--- config.mk ---
export PLATFORM = sky130hd
export DESIGN_NAME = accr_regs
export DESIGN_NICKNAME = d
export VERILOG_FILES = /design/src/core/accr_pkg.sv /design/src/core/accr_wr_if.sv /design/src/core/accr_dec.sv /design/src/core/accr_regs.sv
export SDC_FILE = /design/constraint.sdc
export NUM_CORES = 1
export LEC_CHECK = 0
export ABC_AREA = 0
export BUFFER_PORTS_ARGS = -buffer_cell sky130_fd_sc_hd__buf_2
export CORE_MARGIN = 2
export CORE_UTILIZATION = 50
export DETAILED_ROUTE_END_ITERATION = 6
export GPL_ROUTABILITY_DRIVEN = 0
export PLACE_DENSITY = 0.92
export SLEW_MARGIN = 20
export SYNTH_ARGS = -nofsm -noshare
export SYNTH_HDL_FRONTEND = slang
export SYNTH_HIERARCHICAL = 1
export SYNTH_SLANG_ARGS = --single-unit
--- constraint.sdc ---
create_clock -name clk -period 4.66 [get_ports clk]
set_clock_uncertainty 0.05 [all_clocks]
set_input_delay 0.932 -clock clk [delete_from_list [all_inputs] [get_ports clk]]
set_output_delay 0.932 -clock clk [all_outputs]
set_load 0.05 [all_outputs]
--- src/core/accr_pkg.sv ---
// Package with register map, field layout and reset values of the calibration register slice.
package accr_pkg;

  // ==========================================================================
  // Bus widths
  // ==========================================================================
  localparam int ACCR_ADDR_W = 8;
  localparam int ACCR_DATA_W = 16;
  localparam int ACCR_CAL_W = 24;

  // ==========================================================================
  // Register offsets
  // ==========================================================================
  localparam logic [7:0] ACCR_CHAN3_OFFSET_LOW = 8'h1a;
  localparam logic [7:0] ACCR_CHAN3_GAIN_HIGH = 8'h1b;
  localparam logic [7:0] ACCR_CHAN3_GAIN_LOW = 8'h1c;
  localparam logic [7:0] ACCR_CHAN4_CONFIG = 8'h1d;
  localparam logic [7:0] ACCR_CHAN4_OFFSET_HIGH = 8'h1e;
  localparam logic [7:0] ACCR_CHAN4_OFFSET_LOW = 8'h1f;

  // ==========================================================================
  // Reset values
  // ==========================================================================
  localparam logic [15:0] ACCR_RST_GAIN_HIGH = 16'h8000;
  localparam logic [15:0] ACCR_RST_ZERO = 16'h0000;
  localparam logic [7:0] ACCR_RST_BYTE = 8'h00;
  localparam logic [9:0] ACCR_RST_PHASE = 10'h000;
  localparam logic [1:0] ACCR_RST_SEL = 2'h0;
  localparam logic [15:0] ACCR_UNMAPPED_READ = 16'h0000;

  // ==========================================================================
  // Field positions
  // ==========================================================================
  localparam int ACCR_LOW_BYTE_MSB = 15;
  localparam int ACCR_LOW_BYTE_LSB = 8;
  localparam int ACCR_PHASE_MSB = 15;
  localparam int ACCR_PHASE_LSB = 6;
  localparam int ACCR_CFG_RSV_MSB = 5;
  localparam int ACCR_CFG_RSV_LSB = 3;
  localparam int ACCR_DCBLK_BIT = 2;
  localparam int ACCR_SEL_MSB = 1;
  localparam int ACCR_SEL_LSB = 0;

  // ==========================================================================
  // Input selector encoding
  // ==========================================================================
  typedef enum logic [1:0] {
    ACCR_SEL_PINS = 2'h0,
    ACCR_SEL_SHORT = 2'h1,
    ACCR_SEL_POS_TEST = 2'h2,
    ACCR_SEL_NEG_TEST = 2'h3
  } accr_sel_t;

endpackage

--- src/core/accr_wr_if.sv ---
// Interface carrying decoded write strobes and data from the decoder to the storage.
interface accr_wr_if;
  import accr_pkg::*;
  logic [5:0] wr_hit;
  logic [15:0] wdata;
  modport src (output wr_hit, output wdata);
  modport dst (input wr_hit, input wdata);
endinterface

--- src/core/accr_dec.sv ---
// Address decoder turning bus writes into one-hot register write strobes.
module accr_dec
  import accr_pkg::*;
(
  input wire logic [7:0] addr,
  input wire logic [15:0] wdata,
  input wire logic wr_en,
  accr_wr_if.src wr
);

  // ==========================================================================
  // Write decode
  // ==========================================================================
  always_comb begin
    wr.wr_hit = 6'h0;
    if (!wr_en) begin
      wr.wr_hit = 6'h0;
    end else if (addr == ACCR_CHAN3_OFFSET_LOW) begin
      wr.wr_hit[0] = 1'b1;
    end else if (addr == ACCR_CHAN3_GAIN_HIGH) begin
      wr.wr_hit[1] = 1'b1;
    end else if (addr == ACCR_CHAN3_GAIN_LOW) begin
      wr.wr_hit[2] = 1'b1;
    end else if (addr == ACCR_CHAN4_CONFIG) begin
      wr.wr_hit[3] = 1'b1;
    end else if (addr == ACCR_CHAN4_OFFSET_HIGH) begin
      wr.wr_hit[4] = 1'b1;
    end else if (addr == ACCR_CHAN4_OFFSET_LOW) begin
      wr.wr_hit[5] = 1'b1;
    end
    wr.wdata = wdata;
  end

endmodule

--- src/core/accr_regs.sv ---
// Calibration and configuration register slice for channels three and four.
//
// Chosen here: the address-and-strobe port.

module accr_regs
  import accr_pkg::*;
(
  input wire logic clk,
  input wire logic rst,
  input wire logic clk_en,
  input wire logic [7:0] addr,
  input wire logic [15:0] wdata,
  input wire logic wr_en,
  input wire logic rd_en,
  output logic [15:0] rdata,
  input wire logic global_dc_block_setting,
  output logic [23:0] chan3_offset,
  output logic [23:0] chan3_gain,
  output logic [23:0] chan4_offset,
  output logic [9:0] chan4_phase_delay,
  output logic chan4_dc_block_active,
  output logic chan4_use_pins,
  output logic chan4_inputs_shorted,
  output logic chan4_pos_test,
  output logic chan4_neg_test
);

  // ==========================================================================
  // Storage
  // ==========================================================================
  // Only the writable bits are stored, so reserved bits cannot hold state.
  logic [7:0] chan3_offset_low_byte_ff;
  logic [7:0] nxt_chan3_offset_low_byte;
  logic [15:0] chan3_gain_high_word_ff;
  logic [15:0] nxt_chan3_gain_high_word;
  logic [7:0] chan3_gain_low_byte_ff;
  logic [7:0] nxt_chan3_gain_low_byte;
  logic [9:0] chan4_phase_delay_ff;
  logic [9:0] nxt_chan4_phase_delay;
  logic chan4_dc_block_off_ff;
  logic nxt_chan4_dc_block_off;
  accr_sel_t chan4_input_select_ff;
  accr_sel_t nxt_chan4_input_select;
  logic [15:0] chan4_offset_high_word_ff;
  logic [15:0] nxt_chan4_offset_high_word;
  logic [7:0] chan4_offset_low_byte_ff;
  logic [7:0] nxt_chan4_offset_low_byte;
  logic [15:0] rdata_ff;
  logic [15:0] nxt_rdata;

  // Channel three offset high word sits outside this slice; its bits come in
  // as zero here and the datapath merges the upper part elsewhere.
  logic [15:0] chan3_offset_high_word;

  accr_wr_if wr ();

  accr_dec u_dec (
    .addr(addr),
    .wdata(wdata),
    .wr_en(wr_en),
    .wr(wr)
  );

  assign chan3_offset_high_word = ACCR_RST_ZERO;

  // ==========================================================================
  // Next-state for register fields
  // ==========================================================================
  always_comb begin
    nxt_chan3_offset_low_byte = chan3_offset_low_byte_ff;
    nxt_chan3_gain_high_word = chan3_gain_high_word_ff;
    nxt_chan3_gain_low_byte = chan3_gain_low_byte_ff;
    nxt_chan4_phase_delay = chan4_phase_delay_ff;
    nxt_chan4_dc_block_off = chan4_dc_block_off_ff;
    nxt_chan4_input_select = chan4_input_select_ff;
    nxt_chan4_offset_high_word = chan4_offset_high_word_ff;
    nxt_chan4_offset_low_byte = chan4_offset_low_byte_ff;
    if (wr.wr_hit[0]) begin
      nxt_chan3_offset_low_byte = wr.wdata[ACCR_LOW_BYTE_MSB:ACCR_LOW_BYTE_LSB];
    end
    if (wr.wr_hit[1]) begin
      nxt_chan3_gain_high_word = wr.wdata;
    end
    if (wr.wr_hit[2]) begin
      nxt_chan3_gain_low_byte = wr.wdata[ACCR_LOW_BYTE_MSB:ACCR_LOW_BYTE_LSB];
    end
    if (wr.wr_hit[3]) begin
      // Bits 5:3 of the written word are dropped here.
      nxt_chan4_phase_delay = wr.wdata[ACCR_PHASE_MSB:ACCR_PHASE_LSB];
      nxt_chan4_dc_block_off = wr.wdata[ACCR_DCBLK_BIT];
      nxt_chan4_input_select = accr_sel_t'(wr.wdata[ACCR_SEL_MSB:ACCR_SEL_LSB]);
    end
    if (wr.wr_hit[4]) begin
      nxt_chan4_offset_high_word = wr.wdata;
    end
    if (wr.wr_hit[5]) begin
      nxt_chan4_offset_low_byte = wr.wdata[ACCR_LOW_BYTE_MSB:ACCR_LOW_BYTE_LSB];
    end
  end

  always_ff @(posedge clk) begin
    if (rst) begin
      chan3_offset_low_byte_ff <= ACCR_RST_BYTE;
      chan3_gain_high_word_ff <= ACCR_RST_GAIN_HIGH;
      chan3_gain_low_byte_ff <= ACCR_RST_BYTE;
      chan4_phase_delay_ff <= ACCR_RST_PHASE;
      chan4_dc_block_off_ff <= 1'b0;
      chan4_input_select_ff <= ACCR_SEL_PINS;
      chan4_offset_high_word_ff <= ACCR_RST_ZERO;
      chan4_offset_low_byte_ff <= ACCR_RST_BYTE;
    end else if (clk_en) begin
      chan3_offset_low_byte_ff <= nxt_chan3_offset_low_byte;
      chan3_gain_high_word_ff <= nxt_chan3_gain_high_word;
      chan3_gain_low_byte_ff <= nxt_chan3_gain_low_byte;
      chan4_phase_delay_ff <= nxt_chan4_phase_delay;
      chan4_dc_block_off_ff <= nxt_chan4_dc_block_off;
      chan4_input_select_ff <= nxt_chan4_input_select;
      chan4_offset_high_word_ff <= nxt_chan4_offset_high_word;
      chan4_offset_low_byte_ff <= nxt_chan4_offset_low_byte;
    end
  end

  // ==========================================================================
  // Read path
  // ==========================================================================
  // Read data is registered and valid only in the cycle after the strobe.
  always_comb begin
    nxt_rdata = ACCR_UNMAPPED_READ;
    if (!rd_en) begin
      nxt_rdata = ACCR_UNMAPPED_READ;
    end else if (addr == ACCR_CHAN3_OFFSET_LOW) begin
      nxt_rdata = {chan3_offset_low_byte_ff, ACCR_RST_BYTE};
    end else if (addr == ACCR_CHAN3_GAIN_HIGH) begin
      nxt_rdata = chan3_gain_high_word_ff;
    end else if (addr == ACCR_CHAN3_GAIN_LOW) begin
      nxt_rdata = {chan3_gain_low_byte_ff, ACCR_RST_BYTE};
    end else if (addr == ACCR_CHAN4_CONFIG) begin
      nxt_rdata = {chan4_phase_delay_ff, 3'b000, chan4_dc_block_off_ff,
                   chan4_input_select_ff};
    end else if (addr == ACCR_CHAN4_OFFSET_HIGH) begin
      nxt_rdata = chan4_offset_high_word_ff;
    end else if (addr == ACCR_CHAN4_OFFSET_LOW) begin
      nxt_rdata = {chan4_offset_low_byte_ff, ACCR_RST_BYTE};
    end
  end

  always_ff @(posedge clk) begin
    if (rst) begin
      rdata_ff <= ACCR_RST_ZERO;
    end else if (clk_en) begin
      rdata_ff <= nxt_rdata;
    end
  end

  assign rdata = rdata_ff;

  // ==========================================================================
  // Datapath views
  // ==========================================================================
  // Offsets are two's complement: high word carries the sign in bit 23.
  assign chan3_offset = {chan3_offset_high_word, chan3_offset_low_byte_ff};
  assign chan4_offset = {chan4_offset_high_word_ff, chan4_offset_low_byte_ff};
  // Gain is an unsigned 1.23 fraction: 800000h means exactly one.
  assign chan3_gain = {chan3_gain_high_word_ff, chan3_gain_low_byte_ff};
  assign chan4_phase_delay = chan4_phase_delay_ff;
  // A set disable bit overrides the global enable for this channel alone.
  assign chan4_dc_block_active = global_dc_block_setting & ~chan4_dc_block_off_ff;

  always_comb begin
    chan4_use_pins = 1'b0;
    chan4_inputs_shorted = 1'b0;
    chan4_pos_test = 1'b0;
    chan4_neg_test = 1'b0;
    case (chan4_input_select_ff)
      ACCR_SEL_PINS: chan4_use_pins = 1'b1;
      ACCR_SEL_SHORT: chan4_inputs_shorted = 1'b1;
      ACCR_SEL_POS_TEST: chan4_pos_test = 1'b1;
      default: chan4_neg_test = 1'b1;
    endcase
  end

endmodule

==> results.txt <==
Summed over all layers, the global routing overflow is 0. After synthesis the netlist holds a flip-flop and latch count of 85. Setup repair after global routing left no endpoint under its margin.

In this run, the number of DRC markers left after iteration 0 of detailed routing was 455. The overall die width was 91.6 µm. After clock tree synthesis, the clock-pin slew on the worst setup and hold paths is 0.08 ns. Multi-input combinational cell area: 0.00180 mm². For the effective utilization at floorplan, the log shows 52.3%.

Via count of the first global-routing pass: 3,587. The worst-case IR drop observed on VDD is 0.141 mV. The tree built by TritonCTS fans out to 85 sinks.

Critical-path cell with the highest stage delay: sky130_fd_sc_hd__nor3_1. The tools report the number of CTS-inserted buffers as 9. Measured along the y axis, the die boundary spans 91.6 µm. Adding up every negative setup slack in the final design gives 0 ns. Summing the sequential cell areas from Yosys gives 44.4% of the chip area. Buffers added to address setup during post-CTS repair amount to 0. The run gives 0 as the total count of max-transition violations in the final report.

The number of instances resized during post-cts repair is 0. Entering global routing, the biggest net connects 71 pins. The final layout contains routed wiring with a total length of 11,500 µm. Sort of element at the start of the critical path: a primary input.

Across the run, the number of max-cap violations was 0. The overall global routing resource usage is 26.8%, and the number of fill cells in the layout is 623. The cell count after synthesis came out at 501. The most area-hungry cell type in the Yosys netlist was sky130_fd_sc_hd__dfxtp_1. The logs give 3.19 ns for the critical path arrival and 133 for the I/O pin total. The checks that failed: design-rule violations. The longest clock path from root to sink contains 2 buffers. Dividing the detail-routed via count by the number of cells gives 5.75. After detailed routing, the number of remaining DRC violations is 2. The tools report the detailed-routing iteration count for the pre-antenna-repair pass as 7. The run finished, with violations left. In this run, synthesis inferred 0 flip-flops with an integrated enable. The slew at the pin closest to its max-slew limit was 0.996 ns; the fraction of registers with async set or reset after synthesis was 0%. The area of the die is 0.00838 mm², and the share of layout cells above drive strength 1 is 23.2%.

TritonCTS built the clock tree. The kind of end point of the critical path is a flip-flop. The floorplan has 31 rows. The cell family contributing the most delay on the critical path is simple AND/OR/NAND/NOR gates. Measured against its own limit, the worst slew margin works out to 33.1%.

The tools report the critical path required time as 4.82 ns. The initial antenna violation count was 0. Number of antenna cells inserted: 0. The kind of critical path was in -> reg.

For this design the static power due to leakage is 1.87 nW. Power spread over the standard cell area amounts to 325 mW/mm². In this run the mean area of a mapped cell was 7.65 µm². Based on the critical path, the design can be clocked at up to 330 MHz.

Most used cell along the critical path: sky130_fd_sc_hd__nand2_1. In the finished design, the share of the clock period the worst path needs comes to 65.0%. The count of nets left with antenna violations once routing finished came out at 0. The hold violation total from the final report was 0; the number of synthesis warnings was 6. Once detailed placement completed, the half-perimeter wirelength came to 8110 µm. The total number of nets in the final design came out at 612.

The sum of buffers and inverters on the critical path is 1. The delay of the slowest cell on the worst path was 0.86 ns. Registers take 0.00170 mm². In this run the biggest area consumer among cell types represents 44.4% of the synthesized area. The most frequently used flop master after synthesis was sky130_fd_sc_hd__dfxtp_1. Traced cell by cell, the critical path runs through buf_2 -> or4b_1 -> nor3_1 -> nand2_1 -> nand2_1 -> a21oi_1.

Input and output buffers added on the ports amount to 116. The clock latency on the worst-skew pair came out at 0.35 ns. The first global-routing pass estimated 17,800 µm of wire. In this run the clock root is driven by a sky130_fd_sc_hd__clkbuf_8. In this run, post-CTS hold repair placed 0 buffers. The cell area that synthesis handed to floorplanning was 0.00383 mm².

The total area inside the core boundary comes to 0.00733 mm². The highest net fanout along the worst path came out at 9. The routed layout has 3,942 vias. The hold slack came out at 0.402 ns. By area the synthesized netlist is led by sky130_fd_sc_hd__dfxtp_1 44%, sky130_fd_sc_hd__nand2_1 14%, sky130_fd_sc_hd__a21oi_1 9.7%. The final critical-path required period is 3.03 ns. After detailed routing, the average wire length per cell comes to 16.8 µm. The count of different cell masters after synthesis is 36.

Setup violations remaining at the end of the flow were counted as 0. The layout overhead on the synthesized area is 17.0%, and the number of levels in the clock H-tree is 3. The path class of the tightest hold or removal check is reg -> reg.
==> Yosys cell counts (all sizes together), types with 2 or more instances <==
cell,count
nor3,2
and2,4
nor4,5
dfxtp,85
a22oi,8
mux2i,14
clkbuf,26
nand3,27
nor3b,2
buf,38
inv,4
nor2b,7
nor2,14
a21oi,74
o31ai,7
o21ai,17
a22o,5
nand2,145
nand3b,3
nand2b,3
==> power breakdown <==
group	leakage [nW]	switching [mW]	internal [mW]
clock	0.116	0.264	0.356
sequential	0.684	0.000414	0.726
combinational	1.07	0.0877	0.0219
==> cell type report <==
type / instances / area share [%]
Clock inverter: 6 / 2.48
Tap cell: 99 / 2.76
Clock buffer: 10 / 2.85
Timing Repair Buffer: 119 / 13.4
Multi-Input combinational cell: 363 / 40.2
Sequential cell: 85 / 37.9
Inverter: 4 / 0.335
==> registers in the layout (all words and copies together) (netlist names) <==
register	flops
chan3_gain_low_byte_ff	8
chan4_offset_high_word_ff	16
chan3_offset_low_byte_ff	8
chan4_input_select_ff	2
chan4_offset_low_byte_ff	8
chan4_dc_block_off_ff	1
rdata	16
chan3_gain_high_word_ff	16
chan4_phase_delay	10
==> path summary, 6_finish.rpt <==
kind / cells after the start / startpoint / slack [ns] / end
setup / recovery: 6 / addr[7] / 1.63 / chan3_gain_low_byte_ff[0]$_SDFFE_PP0P_
hold / removal: 2 / rdata[3]$_SDFFE_PP0P_ / 0.40 / rdata[3]$_SDFFE_PP0P_
setup reg to reg: 4 / chan4_offset_high_word_ff[14]$_SDFFE_PP0P_ / 3.46 / rdata[14]$_SDFFE_PP0P_
hold reg to reg: 2 / rdata[3]$_SDFFE_PP0P_ / 0.40 / rdata[3]$_SDFFE_PP0P_
==> tightest hold or removal path, stage by stage (launching register included) <==
cell	delay, ns
sky130_fd_sc_hd__dfxtp_1	0.32
sky130_fd_sc_hd__nand2_1	0.05
sky130_fd_sc_hd__o21ai_1	0.05
==> logic make-up (layout without fill, tap and decap cells) <==
family          Yosys count  count (layout)  synth area share (%)
buf+inv                  68             139                  10.1
flops                    85              85                  44.4
mux                      15              15                  3.95
compound gates          115             115                  16.8
simple gates            217             217                  24.7
other cells               1              16                0.0978
==> metal layers <==
layer / global-route usage (%) / share of wire, % / vias up
met2: 42.8 / 46 / 292
li1: - / - / 1798
met1: 33.9 / 38 / 1803
met3: 6.47 / 12 / 49
met4: 12.9 / 4.1 / 0
met5: 0 / 0 / -
==> cell usage in the layout, fill, tap and decap left out, types with 2 or more instances in the layout <==
master	Yosys	routed
sky130_fd_sc_hd__nor3b_1	2	2
sky130_fd_sc_hd__o21ai_1	16	16
sky130_fd_sc_hd__nand3b_1	3	3
sky130_fd_sc_hd__buf_4	33	3
sky130_fd_sc_hd__dfxtp_1	85	85
sky130_fd_sc_hd__bufinv_16	0	3
sky130_fd_sc_hd__nor2b_1	7	7
sky130_fd_sc_hd__nand2b_1	3	3
sky130_fd_sc_hd__inv_1	4	4
sky130_fd_sc_hd__o31ai_1	7	7
sky130_fd_sc_hd__clkbuf_8	0	9
sky130_fd_sc_hd__nor2_1	14	14
sky130_fd_sc_hd__a22o_1	5	5
sky130_fd_sc_hd__nand2_1	145	145
sky130_fd_sc_hd__a22oi_1	8	8
sky130_fd_sc_hd__buf_2	4	116
sky130_fd_sc_hd__and2_1	4	4
sky130_fd_sc_hd__a21oi_1	74	74
sky130_fd_sc_hd__nand3_1	27	27
sky130_fd_sc_hd__conb_1	1	16
sky130_fd_sc_hd__mux2i_1	14	14
sky130_fd_sc_hd__nor4_1	4	4
sky130_fd_sc_hd__nor3_1	2	2
==> stage by stage <==
| step | setup WS, ns | total power [mW] | cells | util (%) | area [µm²] |
|---|---|---|---|---|---|
| 6_report | 1.63 | 1.46 | 686 | 61.2 | 4480 |
| 2_1_floorplan | 1.99 | 0.841 | 516 | - | 3890 |
| 4_1_cts | 1.74 | 1.45 | 686 | 61.2 | 4480 |
| 3_5_place_dp | 1.43 | 0.850 | 670 | 57.9 | 4250 |
| 5_1_grt | 1.56 | 1.49 | 686 | 61.2 | 4480 |
| 3_3_place_gp | 1.55 | 0.847 | 670 | 57.9 | 4250 |
Note: power is estimated with default switching activity, not from simulation.
